File: src/rtl/hmfs_regs.svh
// Purpose: Register map, field positions and reset values of the host MAC FIFO status and CSR port
// Assumes: APB byte addresses, one 32-bit word per register
// Notes:   Definitions only
`ifndef HMFS_REGS_SVH
`define HMFS_REGS_SVH
`define HMFS_ADDR_TX_FIFO_INFO  12'h0080
`define HMFS_ADDR_DROP_COUNT    12'h00a0
`define HMFS_ADDR_CSR_COMMAND   12'h00a4
`define HMFS_ADDR_CSR_VALUE     12'h00a8
`define HMFS_TX_FREE_RESET      16'h1200
`define HMFS_TALLY_HALF_FROM    32'h7fff_ffff
`define HMFS_TALLY_HALF_TO      32'h8000_0000
`define HMFS_BUSY_BIT           31
`define HMFS_DIR_BIT            30
`define HMFS_INDEX_MSB          7
`define HMFS_STS_USED_LSB       16
`define HMFS_STS_USED_MSB       23
`define HMFS_FREE_MSB           15
`define HMFS_ZERO32             32'h0000_0000
`define HMFS_ZERO8              8'h00
`define HMFS_ONE32              32'h0000_0001
`define HMFS_ZERO22             22'h00_0000
`define HMFS_INFO_RSVD_MSB      31
`define HMFS_INFO_RSVD_LSB      24
`define HMFS_CMD_RSVD_MSB       29
`define HMFS_CMD_RSVD_LSB       8
`endif

File: src/rtl/hmfs_pkg.sv
// Purpose: Types of the host MAC FIFO status and CSR port
// Assumes: Nothing beyond the register header
// Notes:   Whole state lives in one packed struct
package hmfs_pkg;
  typedef enum logic [1:0] {
    HMFS_IDLE,
    HMFS_ISSUE,
    HMFS_WAIT
  } hmfs_state_t;

  typedef struct packed {
    hmfs_state_t  state;
    logic [31:0]  drop_tally;
    logic         cmd_busy;
    logic         cmd_dir;
    logic [7:0]   cmd_index;
    logic [31:0]  value_wr;
    logic [31:0]  value_rd;
    logic         csr_req;
    logic         csr_we;
    logic [7:0]   csr_addr;
    logic [31:0]  csr_wdata;
    logic         half_event;
    logic [31:0]  prdata;
    logic         pready;
    logic         pslverr;
    logic [7:0]   sts_used;
    logic [15:0]  data_free;
  } hmfs_st_t;
endpackage

File: src/rtl/hmfs_csr_port.sv
// Function
// Status FIFO occupied words reported in bits 23:16, read-only, reset zero.
// Data FIFO free bytes in bits 15:0, read-only, reset 1200h.
// Software never pushes more bytes than the free field shows.
// 32-bit counter increments once per dropped receive frame.
// Reading the drop counter returns the count then clears it.
// Counter stepping 7FFFFFFFh to 80000000h pulses the halfway event.
// Writing one to bit 31 starts an indirect internal register access.
// Busy stays set until access finishes; clearing marks read data valid.
// Software leaves command and data alone while busy reads one.
// Bit 30 picks direction: one reads, zero writes; resets zero.
// Bits 7:0 hold the internal register index, read/write, reset zero.
// Data register carries the value; a write access sends it out.
// Data read returns internal value if direction is one, else last written.
// Reserved bits read zero; access latency is finite and ends busy.
//
// Purpose: APB register bank for TX FIFO levels, drop tally and indirect CSR port
// Assumes: All inputs synchronous to sys_clk_i; internal CSR answers with csr_ack_i
// Notes:   APB answers in the access cycle (pready one cycle after setup)
`timescale 1ns/1ns
`include "hmfs_regs.svh"
module hmfs_csr_port
  import hmfs_pkg::*;
(
  // Clock and reset
  input  wire logic        sys_clk_i,
  input  wire logic        rst_i,
  // APB slave
  input  wire logic        psel_i,
  input  wire logic        penable_i,
  input  wire logic        pwrite_i,
  input  wire logic [11:0] paddr_i,
  input  wire logic [31:0] pwdata_i,
  output logic      [31:0] prdata_o,
  output logic             pready_o,
  output logic             pslverr_o,
  // FIFO levels and drop events from the MAC, drop tally halfway event out
  input  wire logic [7:0]  tx_status_words_used_i,
  input  wire logic [15:0] tx_data_bytes_free_i,
  input  wire logic        rx_frame_dropped_i,
  output logic             drop_tally_half_event_o,
  // Internal MAC CSR space
  output logic             csr_req_o,
  output logic             csr_we_o,
  output logic      [7:0]  csr_addr_o,
  output logic      [31:0] csr_wdata_o,
  input  wire logic        csr_ack_i,
  input  wire logic [31:0] csr_rdata_i
);

  hmfs_st_t st_reg;
  hmfs_st_t st_next;
  logic     setup;
  logic     rd_drop;

  // One decode function, called for rd_drop, the read mux and the write path
  function automatic logic [2:0] hmfs_decode(input logic [11:0] a);
    case (a)
      `HMFS_ADDR_TX_FIFO_INFO: hmfs_decode = 3'h1;
      `HMFS_ADDR_DROP_COUNT:   hmfs_decode = 3'h2;
      `HMFS_ADDR_CSR_COMMAND:  hmfs_decode = 3'h3;
      `HMFS_ADDR_CSR_VALUE:    hmfs_decode = 3'h4;
      default:                 hmfs_decode = 3'h0;
    endcase
  endfunction

  assign setup   = psel_i && !penable_i;
  assign rd_drop = setup && !pwrite_i && (hmfs_decode(paddr_i) == 3'h2);

  always_comb begin
    st_next            = st_reg;
    st_next.pready     = 1'b0;
    st_next.pslverr    = 1'b0;
    st_next.csr_req    = 1'b0;
    st_next.half_event = 1'b0;
    st_next.prdata     = `HMFS_ZERO32;
    // The MAC must show 1200h here while its data FIFO is empty
    st_next.sts_used   = tx_status_words_used_i;
    st_next.data_free  = tx_data_bytes_free_i;

    // Read clears, but a drop in the same cycle is kept as one
    if (rd_drop) begin
      st_next.drop_tally = {31'h0000_0000, rx_frame_dropped_i};
    end else if (rx_frame_dropped_i) begin
      st_next.drop_tally = st_reg.drop_tally + `HMFS_ONE32;
    end
    if (rx_frame_dropped_i && !rd_drop && st_reg.drop_tally == `HMFS_TALLY_HALF_FROM) begin
      st_next.half_event = 1'b1;
    end

    if (setup) begin
      st_next.pready = 1'b1;
      if (!pwrite_i) begin
        case (hmfs_decode(paddr_i))
          3'h1: st_next.prdata = {`HMFS_ZERO8, st_reg.sts_used, st_reg.data_free};
          3'h2: st_next.prdata = st_reg.drop_tally;
          3'h3: st_next.prdata = {st_reg.cmd_busy, st_reg.cmd_dir, `HMFS_ZERO22,
                                  st_reg.cmd_index};
          3'h4: st_next.prdata = st_reg.cmd_dir ? st_reg.value_rd : st_reg.value_wr;
          default: st_next.pslverr = 1'b1;
        endcase
      end else begin
        case (hmfs_decode(paddr_i))
          3'h3: begin
            // Command is frozen while busy; software must wait anyway
            if (!st_reg.cmd_busy) begin
              st_next.cmd_dir   = pwdata_i[`HMFS_DIR_BIT];
              st_next.cmd_index = pwdata_i[`HMFS_INDEX_MSB:0];
              st_next.cmd_busy  = pwdata_i[`HMFS_BUSY_BIT];
            end
          end
          3'h4: begin
            if (!st_reg.cmd_busy) begin
              st_next.value_wr = pwdata_i;
            end
          end
          3'h1, 3'h2: st_next.pslverr = 1'b0;
          default: st_next.pslverr = 1'b1;
        endcase
      end
    end

    case (st_reg.state)
      HMFS_IDLE: begin
        if (st_reg.cmd_busy) begin
          st_next.state = HMFS_ISSUE;
        end
      end
      HMFS_ISSUE: begin
        st_next.csr_req   = 1'b1;
        st_next.csr_we    = !st_reg.cmd_dir;
        st_next.csr_addr  = st_reg.cmd_index;
        st_next.csr_wdata = st_reg.value_wr;
        st_next.state     = HMFS_WAIT;
      end
      HMFS_WAIT: begin
        st_next.csr_req = 1'b1;
        if (csr_ack_i) begin
          st_next.csr_req  = 1'b0;
          if (st_reg.cmd_dir) begin
            st_next.value_rd = csr_rdata_i;
          end
          st_next.cmd_busy = 1'b0;
          st_next.state    = HMFS_IDLE;
        end
      end
      default: st_next.state = HMFS_IDLE;
    endcase

    // Reset taken last so it overrides every update above
    if (rst_i) begin
      st_next           = '0;
      st_next.data_free = `HMFS_TX_FREE_RESET;
    end
  end

  always_ff @(posedge sys_clk_i) begin
    st_reg <= st_next;
  end

  assign prdata_o                = st_reg.prdata;
  assign pready_o                = st_reg.pready;
  assign pslverr_o               = st_reg.pslverr;
  assign drop_tally_half_event_o = st_reg.half_event;
  assign csr_req_o               = st_reg.csr_req;
  assign csr_we_o                = st_reg.csr_we;
  assign csr_addr_o              = st_reg.csr_addr;
  assign csr_wdata_o             = st_reg.csr_wdata;

  property p_half_event;
    @(posedge sys_clk_i) disable iff (rst_i)
      (rx_frame_dropped_i && !rd_drop && st_reg.drop_tally == `HMFS_TALLY_HALF_FROM)
        |=> (drop_tally_half_event_o && st_reg.drop_tally == `HMFS_TALLY_HALF_TO);
  endproperty
  a_half_event: assert property (p_half_event) else $error("halfway event missing");

  property p_drop_inc;
    @(posedge sys_clk_i) disable iff (rst_i)
      (rx_frame_dropped_i && !rd_drop) |=> st_reg.drop_tally == $past(st_reg.drop_tally) + `HMFS_ONE32;
  endproperty
  a_drop_inc: assert property (p_drop_inc) else $error("drop tally not incremented");

  property p_read_clear;
    @(posedge sys_clk_i) disable iff (rst_i)
      (rd_drop && !rx_frame_dropped_i) |=> (pready_o && prdata_o == $past(st_reg.drop_tally)
                                            && st_reg.drop_tally == `HMFS_ZERO32);
  endproperty
  a_read_clear: assert property (p_read_clear) else $error("drop read did not clear");

  property p_start;
    @(posedge sys_clk_i) disable iff (rst_i)
      (setup && pwrite_i && paddr_i == `HMFS_ADDR_CSR_COMMAND && !st_reg.cmd_busy
       && pwdata_i[`HMFS_BUSY_BIT]) |=> ##2 (csr_req_o
       && csr_addr_o == $past(pwdata_i[`HMFS_INDEX_MSB:0], 3)
       && csr_we_o == !$past(pwdata_i[`HMFS_DIR_BIT], 3));
  endproperty
  a_start: assert property (p_start) else $error("access not started");

  property p_dir;
    @(posedge sys_clk_i) disable iff (rst_i)
      csr_req_o |-> (csr_we_o == !st_reg.cmd_dir && csr_addr_o == st_reg.cmd_index);
  endproperty
  a_dir: assert property (p_dir) else $error("direction or index wrong");

  property p_busy_clear;
    @(posedge sys_clk_i) disable iff (rst_i)
      (st_reg.state == HMFS_WAIT && csr_ack_i) |=> (!st_reg.cmd_busy && !csr_req_o);
  endproperty
  a_busy_clear: assert property (p_busy_clear) else $error("busy did not clear");

  property p_busy_held;
    @(posedge sys_clk_i) disable iff (rst_i)
      (csr_req_o && !csr_ack_i) |-> st_reg.cmd_busy;
  endproperty
  a_busy_held: assert property (p_busy_held) else $error("busy dropped early");

  property p_rd_data;
    @(posedge sys_clk_i) disable iff (rst_i)
      (st_reg.state == HMFS_WAIT && csr_ack_i && st_reg.cmd_dir) |=> st_reg.value_rd == $past(csr_rdata_i);
  endproperty
  a_rd_data: assert property (p_rd_data) else $error("read data not captured");

  property p_wr_data;
    @(posedge sys_clk_i) disable iff (rst_i)
      (csr_req_o && csr_we_o) |-> csr_wdata_o == st_reg.value_wr;
  endproperty
  a_wr_data: assert property (p_wr_data) else $error("write data mismatch");

  property p_info;
    @(posedge sys_clk_i) disable iff (rst_i)
      (setup && !pwrite_i && paddr_i == `HMFS_ADDR_TX_FIFO_INFO)
        |=> (prdata_o[`HMFS_INFO_RSVD_MSB:`HMFS_INFO_RSVD_LSB] == `HMFS_ZERO8
             && prdata_o[`HMFS_FREE_MSB:0] == $past(st_reg.data_free)
             && prdata_o[`HMFS_STS_USED_MSB:`HMFS_STS_USED_LSB] == $past(st_reg.sts_used));
  endproperty
  a_info: assert property (p_info) else $error("fifo info read wrong");

  property p_info_write_ok;
    @(posedge sys_clk_i) disable iff (rst_i)
      (setup && pwrite_i && paddr_i == `HMFS_ADDR_TX_FIFO_INFO) |=> (pready_o && !pslverr_o);
  endproperty
  a_info_write_ok: assert property (p_info_write_ok) else $error("info write answered wrongly");

  property p_busy_set;
    @(posedge sys_clk_i) disable iff (rst_i)
      (setup && pwrite_i && paddr_i == `HMFS_ADDR_CSR_COMMAND && !st_reg.cmd_busy && pwdata_i[`HMFS_BUSY_BIT])
        |=> st_reg.cmd_busy;
  endproperty
  a_busy_set: assert property (p_busy_set) else $error("busy not set by command write");

  // Issue latency is fixed, so a stuck state machine shows up here
  property p_latency;
    @(posedge sys_clk_i) disable iff (rst_i)
      $rose(st_reg.cmd_busy) |-> ##2 csr_req_o;
  endproperty
  a_latency: assert property (p_latency) else $error("indirect access not issued");

  // Writes while busy are dropped rather than queued
  property p_cmd_frozen;
    @(posedge sys_clk_i) disable iff (rst_i)
      (setup && pwrite_i && st_reg.cmd_busy)
        |=> (st_reg.cmd_index == $past(st_reg.cmd_index)
             && st_reg.cmd_dir == $past(st_reg.cmd_dir)
             && st_reg.value_wr == $past(st_reg.value_wr));
  endproperty
  a_cmd_frozen: assert property (p_cmd_frozen) else $error("command changed while busy");

  property p_cmd_readback;
    @(posedge sys_clk_i) disable iff (rst_i)
      (setup && !pwrite_i && paddr_i == `HMFS_ADDR_CSR_COMMAND)
        |=> (prdata_o[`HMFS_INDEX_MSB:0] == $past(st_reg.cmd_index)
             && prdata_o[`HMFS_DIR_BIT] == $past(st_reg.cmd_dir)
             && prdata_o[`HMFS_BUSY_BIT] == $past(st_reg.cmd_busy)
             && prdata_o[`HMFS_CMD_RSVD_MSB:`HMFS_CMD_RSVD_LSB] == `HMFS_ZERO22);
  endproperty
  a_cmd_readback: assert property (p_cmd_readback) else $error("command readback wrong");

  property p_value_read;
    @(posedge sys_clk_i) disable iff (rst_i)
      (setup && !pwrite_i && paddr_i == `HMFS_ADDR_CSR_VALUE)
        |=> prdata_o == ($past(st_reg.cmd_dir) ? $past(st_reg.value_rd) : $past(st_reg.value_wr));
  endproperty
  a_value_read: assert property (p_value_read) else $error("data register read wrong");

  property p_drop_and_clear;
    @(posedge sys_clk_i) disable iff (rst_i)
      (rd_drop && rx_frame_dropped_i) |=> st_reg.drop_tally == `HMFS_ONE32;
  endproperty
  a_drop_and_clear: assert property (p_drop_and_clear) else $error("drop lost during clear");

  property p_half_only;
    @(posedge sys_clk_i) disable iff (rst_i)
      drop_tally_half_event_o |-> st_reg.drop_tally == `HMFS_TALLY_HALF_TO;
  endproperty
  a_half_only: assert property (p_half_only) else $error("stray halfway event");

  property p_pready_after_setup;
    @(posedge sys_clk_i) disable iff (rst_i)
      setup |=> pready_o;
  endproperty
  a_pready_after_setup: assert property (p_pready_after_setup) else $error("no ready after setup");

  property p_pready_only_after_setup;
    @(posedge sys_clk_i) disable iff (rst_i)
      !setup |=> !pready_o;
  endproperty
  a_pready_only_after_setup: assert property (p_pready_only_after_setup) else $error("stray ready");

  property p_slverr;
    @(posedge sys_clk_i) disable iff (rst_i)
      (setup && hmfs_decode(paddr_i) == 3'h0) |=> (pslverr_o && prdata_o == `HMFS_ZERO32);
  endproperty
  a_slverr: assert property (p_slverr) else $error("unmapped access not refused");

endmodule

File: config.mk
export PLATFORM = sky130hd
export DESIGN_NAME = hmfs_csr_port
export DESIGN_NICKNAME = d
export VERILOG_FILES = /design/src/rtl/hmfs_pkg.sv /design/src/rtl/hmfs_csr_port.sv
export VERILOG_INCLUDE_DIRS = /design/src /design/src/rtl
export SDC_FILE = /design/constraint.sdc
export NUM_CORES = 1
export LEC_CHECK = 0
export BUFFER_PORTS_ARGS = -buffer_cell sky130_fd_sc_hd__buf_4
export CAP_MARGIN = 10
export CORE_UTILIZATION = 55
export CTS_CLUSTER_SIZE = 12
export DETAILED_ROUTE_END_ITERATION = 8
export PLACE_DENSITY_LB_ADDON = 0.08
export SYNTH_ARGS = -nofsm -noshare
export SYNTH_HDL_FRONTEND = slang
export SYNTH_SLANG_ARGS = --single-unit
export TNS_END_PERCENT = 50
File: constraint.sdc
create_clock -name sys_clk_i -period 2.21 [get_ports sys_clk_i]
set_clock_uncertainty 0.05 [all_clocks]
set_input_delay 0 -clock sys_clk_i [delete_from_list [all_inputs] [get_ports sys_clk_i]]
set_output_delay 0 -clock sys_clk_i [all_outputs]
set_load 0.02 [all_outputs]
==> results of run 1 <==
-- area by class of cell --
cell class,instances,share of cell area [%]
well taps,216,2.31
flip-flops and latches,209,35.8
clock inverters,1,0.139
multi-input cells,628,32.8
repair buffers,315,23.1
clock buffers,35,5.64
inverters,8,0.257
-- per-layer routing --
metal  wire [microns]  track usage (%)
met5                0                0
met1            11000             40.9
met2            10900             44.7
met3             1370             3.62
met4              447             7.82
-- repair_timing --
action / in CTS / in global routing
gates resized for setup: 0 / 3
hold buffers: 107 / 0
endpoints found under the setup margin: 0 / 1
setup buffers: 0 / 1
hold endpoints to repair: 120 / 0
-- final timing paths --
kind | startpoint | to | depth (start not counted)
hold reg to reg | st_reg[128] | st_reg[128] | 2
setup / recovery | paddr_i[11] | st_reg[174] | 8
hold / removal | paddr_i[7] | pslverr_o | 4
setup reg to reg | st_reg[181] | st_reg[206] | 4
-- cells in the final DEF (no fill, tap or decap), drive strengths merged, types with 10 or more instances in the layout --
master and instances:
nand3 15, xor2 13, xnor2 15, nand2 146, clkbuf 35, o21ai 10
nor2b 25, a21oi 70, mux2i 100, nand4 13, buf 208, dfxtp 209
dlygate4sd3 107, o22a 17, nor2 119
-- kinds of logic after synthesis --
| kind of cell | after synthesis | synth area share, % |
|---|---|---|
| AND/OR/NAND/NOR | 368 | 19.1 |
| multiplexers | 108 | 12.3 |
| adder cells (fa/ha/maj) | 6 | 0.820 |
| AO/OA/AOI/OAI | 118 | 8.00 |
| buffers and inverters | 141 | 9.73 |
| flip-flops | 209 | 47.3 |
| XOR/XNOR | 28 | 2.77 |
-- power groups by stage --
| stage | registers [mW] | logic (mW) | clock network, mW |
|---|---|---|---|
| 6_report | 3.83 | 0.779 | 3.47 |
| 5_1_grt | 3.83 | 0.825 | 3.69 |
| 4_1_cts | 3.83 | 0.767 | 3.51 |
| 3_5_place_dp | 3.91 | 0.615 | 0 |
| 3_3_place_gp | 3.91 | 0.615 | 0 |
| 2_1_floorplan | 3.91 | 0.336 | 0 |
-- critical path, stage by stage --
cell and delay, ns:
dlygate4sd3_1 0.54, buf_4 0.15, or4_4 0.57, nor4_4 0.26, buf_4 0.16, nand3_1 0.08
a221oi_2 0.21, dlygate4sd3_1 0.57
-- metrics by stage --
stage	instance area, sq um	power [mW]
after floorplan	8850	4.25
after CTS	11700	8.11
after detailed placement	9910	4.53
after global placement	9910	4.53
final	11700	8.08
after global routing	11700	8.34
==> results.sh, run 1 <==
export IMPL_outcome="finished clean"
export IMPL_ir_drop_mv=0.538
export IMPL_relSlewSlack_pct=56.7
export IMPL_place_gp_congestion=0.803
export IMPL_rsz0062_at_grt="no"
export IMPL_p_per_area_mw_per_mm2=692
export IMPL_crit_fanout=2
export IMPL_ios=184
export IMPL_ys_ff_latch=209
export IMPL_p_sw_share_pct=22.4
export IMPL_p_leak_nw=4.43
export IMPL_synth_common_cells="dfxtp_1 (209), nand2_1 (146), nor2_1 (119)"
export IMPL_multi_input_area_sq_mm=0.00383
export IMPL_post_place_ws_ns=0.221
export IMPL_insertedDiodeCount=0
export IMPL_std_cell_rows=46
export IMPL_fin_util_pct=74.1
export IMPL_fillers=1174
export IMPL_final_nets=1296
export IMPL_setup_slack_ns=0.0714
export IMPL_p_comb_share_pct=9.6
export IMPL_regArea_sq_mm=0.00419
export IMPL_cts_buffers=22
export IMPL_routedWlPerCell_microns=16.8
export IMPL_die_h_microns=129
export IMPL_drive_above_1_share_pct=21.7
export IMPL_port_buffers=183
export IMPL_p_int_mw=6.27
export IMPL_grt_overflow_total=0
export IMPL_clockRootBuffer="clkbuf_16"
export IMPL_synthesis_area_sq_mm=0.00885
export IMPL_yosysUniqueCellTypes=46
export IMPL_hold_viol=0
export IMPL_setup_tns_ns=0
export IMPL_yosysMostFrequentCell="dfxtp_1"
export IMPL_grt_pass1_vias=7051
export IMPL_start_util_pct=56.1
export IMPL_route_detailed_drc=0
export IMPL_cts_max_level=1
export IMPL_fin_crit_ns=2.14
export IMPL_synth_area_leaders="dfxtp_1 (47%), mux2i_1 (11%), buf_4 (6.4%), nand2_1 (6.2%), nor2_1 (5.0%)"
export IMPL_ant_nets=0
export IMPL_whs_ns=0.0581
export IMPL_grt_pass1_wl_mm=36.9
export IMPL_fmax_mhz=468
export IMPL_grt_start_max_net_pins=146
export IMPL_cts_tree="yes"
export IMPL_clock_sinks=209
export IMPL_crit_arrival_ns=2.54
export IMPL_synth_flop_cell="dfxtp_1"
export IMPL_via_count=7433
export IMPL_p_clk_share_pct=43.0
export IMPL_synth_cells=978
export IMPL_synth_edf_count=0
export IMPL_cts_buffer_depth=3
export IMPL_worstMarginPinSlew_ns=0.649
export IMPL_synth_top_area_share_pct=47.3
export IMPL_first_iter_violations=499
export IMPL_via_per_inst=5.26
export IMPL_max_cap_violations=0
export IMPL_antenna_found_initial=0
export IMPL_stdcell_count=1412
export IMPL_reg2reg_slack_ns=0.19
export IMPL_insertion_delay_ns=0.51
export IMPL_holdCritPathClass="input port to flip-flop"
export IMPL_synth_top_cell_by_area="dfxtp_1"
export IMPL_track_usage_pct=28.4
export IMPL_path_clk_slew_ns=0.06
export IMPL_power_switching_mw=1.81
export IMPL_core_area_sq_mm=0.0158
export IMPL_critical_path_class="input port to flip-flop"
export IMPL_worstPathRequired_ns=2.61
export IMPL_fin_crit_sh_pct=96.8
export IMPL_critPathLaunchType="input port"
export IMPL_setup_viol=0
export IMPL_async_reset_ff_share_pct=0
export IMPL_dieArea_sq_mm=0.0166
export IMPL_dp_cells=1268
export IMPL_pwr_share_seq_pct=47.4
export IMPL_hpwl_mm=14.9
export IMPL_syn_avg_cell_area_sq_um=9.05
export IMPL_largest_reg_flops=132
export IMPL_syn_to_final_growth_pct=32.0
export IMPL_finalMaxSlewViolations=0
export IMPL_wirelength_mm=23.7
export IMPL_syn_nets=1090
export IMPL_yosysSeqAreaShare_pct=47.3
export IMPL_ys_warn_count=0
export IMPL_endpoint_kind="flip-flop"
export IMPL_drt_pass1_iterations=5
export IMPL_die_w_microns=129
Note: power is estimated with default switching activity, not from simulation.
==> inputs of run 2 (changes only) <==
BUFFER_PORTS_ARGS = -buffer_cell sky130_fd_sc_hd__buf_2   (was -buffer_cell sky130_fd_sc_hd__buf_4)
SKIP_CTS_REPAIR_TIMING = 1   (was not set)
==> run 2 against run 1 <==
Effect of this change:
- the flow now finishes with violations (hold timing)
- core utilization is 3.0 points lower
- via count decreased by 2.4%
- final area fell by 4.0%
- total power is 4.5% higher
- largest cell class unchanged
==> results.sh, run 2 (same netlist as run 1, synthesis figures left out) <==
export IMPL_path_clk_slew_ns=0.06
export IMPL_grt_pass1_vias=6242
export IMPL_holdCritStartpoint="paddr_i[2]"
export IMPL_outcome="finished with violations"
export IMPL_std_cell_rows=46
export IMPL_setup_tns_ns=0
export IMPL_critical_path_class="input port to flip-flop"
export IMPL_final_common_cell="dfxtp_1"
export IMPL_reg2reg_to="st_reg[206]"
export IMPL_power_switching_mw=1.79
export IMPL_p_clk_share_pct=46.4
export IMPL_fin_crit_sh_pct=96.3
export IMPL_failed_checks="hold timing"
export IMPL_hold_viol=9
export IMPL_dieArea_sq_mm=0.0166
export IMPL_p_sw_share_pct=21.2
export IMPL_mostFrequentLayoutCells="dfxtp_1 (208), buf_2 (182), nand2_1 (146)"
export IMPL_fmax_mhz=470
export IMPL_via_count=7251
export IMPL_crit_reg2reg_launch="st_reg[181]"
export IMPL_final_nets=1285
export IMPL_drt_pass1_iterations=4
export IMPL_fin_crit_ns=2.13
export IMPL_relSlewSlack_pct=47.2
export IMPL_total_power_mw=8.45
export IMPL_ant_nets=0
export IMPL_die_h_microns=129
export IMPL_place_gp_congestion=0.818
export IMPL_critPathLaunchType="input port"
export IMPL_min_to="pslverr_o"
export IMPL_clockRootBuffer="clkbuf_16"
export IMPL_drive_above_1_share_pct=21.8
export IMPL_holdCritPathClass="input port to flip-flop"
export IMPL_port_buffers=183
export IMPL_cts_buffers=23
export IMPL_crit_arrival_ns=2.51
export IMPL_pwr_share_seq_pct=45.4
export IMPL_crit_fanout=3
export IMPL_via_per_inst=5.17
export IMPL_antenna_found_initial=0
export IMPL_endpoint_kind="flip-flop"
export IMPL_min_delay_path_depth=3
export IMPL_clock_sinks=209
export IMPL_grt_start_max_net_pins=80
export IMPL_worstMarginPinSlew_ns=0.792
export IMPL_start_util_pct=56.1
export IMPL_max_cap_violations=0
export IMPL_dpl_instance_area_sq_mm=0.00945
export IMPL_setup_viol=0
export IMPL_route_detailed_drc=0
export IMPL_worstPathRequired_ns=2.60
export IMPL_first_iter_violations=421
export IMPL_grt_pass1_wl_mm=33.3
export IMPL_wirelength_mm=22.8
export IMPL_final_cell_area_sq_mm=0.0112
export IMPL_grt_overflow_total=0
export IMPL_p_int_mw=6.66
export IMPL_cts_max_level=1
export IMPL_insertion_delay_ns=0.49
export IMPL_hpwl_mm=14.7
export IMPL_ios=184
export IMPL_cts_tree="yes"
export IMPL_whs_ns=-0.0296
export IMPL_syn_to_final_growth_pct=26.7
export IMPL_ff2ff_path_depth=4
export IMPL_die_w_microns=129
export IMPL_routedWlPerCell_microns=16.3
export IMPL_p_comb_share_pct=8.2
export IMPL_cts_buffer_depth=3
export IMPL_p_per_area_mw_per_mm2=753
export IMPL_largest_reg_flops=132
export IMPL_core_area_sq_mm=0.0158
export IMPL_reg2reg_slack_ns=0.17
export IMPL_ir_drop_mv=0.559
export IMPL_p_leak_nw=4.35
export IMPL_insertedDiodeCount=0
export IMPL_track_usage_pct=25.6
export IMPL_finalMaxSlewViolations=0
## run 2: cell types whose count changed in the layout (fill, tap and decap cells not counted), moves of 2 or more
cell           before  now
buf_4             203   17
dlygate4sd3_1     107   98
clkbuf_1            7    5
buf_2               0  182
bufinv_16           0    3
## run 2: worst max-delay path, cell delays in order
cell and delay [ns]:
dlygate4sd3_1 0.52, buf_2 0.13, or4_4 0.44, nor4_1 0.34
buf_4 0.19, nand3_1 0.08, a221oi_1 0.23, dlygate4sd3_1 0.58
## run 2: worst max-delay path by stage
| stage | endpoint | slack [ns] | cells after the start | start |
|---|---|---|---|---|
| finish | st_reg[174] | 0.08 | 8 | paddr_i[0] |
| global placement | st_reg[206] | 0.26 | 4 | st_reg[181] |
| CTS | st_reg[206] | 0.19 | 4 | st_reg[181] |
| floorplan | st_reg[205] | 0.34 | 6 | st_reg[176] |
| global route | st_reg[174] | -0.007 | 8 | paddr_i[0] |
| detailed placement | st_reg[206] | 0.22 | 4 | st_reg[181] |
## run 2: cell type report
type / instances / area (sq um)
clock inverters: 3 / 90.1
inverters: 8 / 30.0
repair buffers: 303 / 2140
fillers: 1224 / 4560
flip-flops and latches: 209 / 4190
well taps: 216 / 270
clock buffers: 35 / 691
multi-input cells: 628 / 3810
## run 2: per-layer routing
layer / GRT usage [%] / vias to the layer above / part of all wire, %
met2: 38.2 / 214 / 45
met1: 38.7 / 3421 / 48
met5: 0 / - / 0
li1: - / 3584 / -
met4: 5.67 / 0 / 1.7
met3: 3.99 / 32 / 5.2
## run 2: power groups by stage
stage	combinational [mW]	clock, mW	sequential (mW)
floorplan	0.336	0	3.91
global placement	0.557	0	3.91
detailed placement	0.558	0	3.91
CTS	0.562	3.98	3.83
global route	0.745	4.14	3.83
finish	0.695	3.92	3.83
## run 2: stage by stage
| stage | utilization (%) | hold WS [ns] | cells | setup slack, ns |
|---|---|---|---|---|
| final | 71.1 | -0.0296 | 1402 | 0.0819 |
| after global routing | 71.1 | 0.00915 | 1402 | -0.00704 |
| after global placement | 59.9 | 0.139 | 1266 | 0.262 |
| after CTS | 64.9 | -0.355 | 1304 | 0.186 |
| after detailed placement | 59.9 | 0.145 | 1266 | 0.220 |
| after floorplan | - | 0.0538 | 978 | 0.341 |
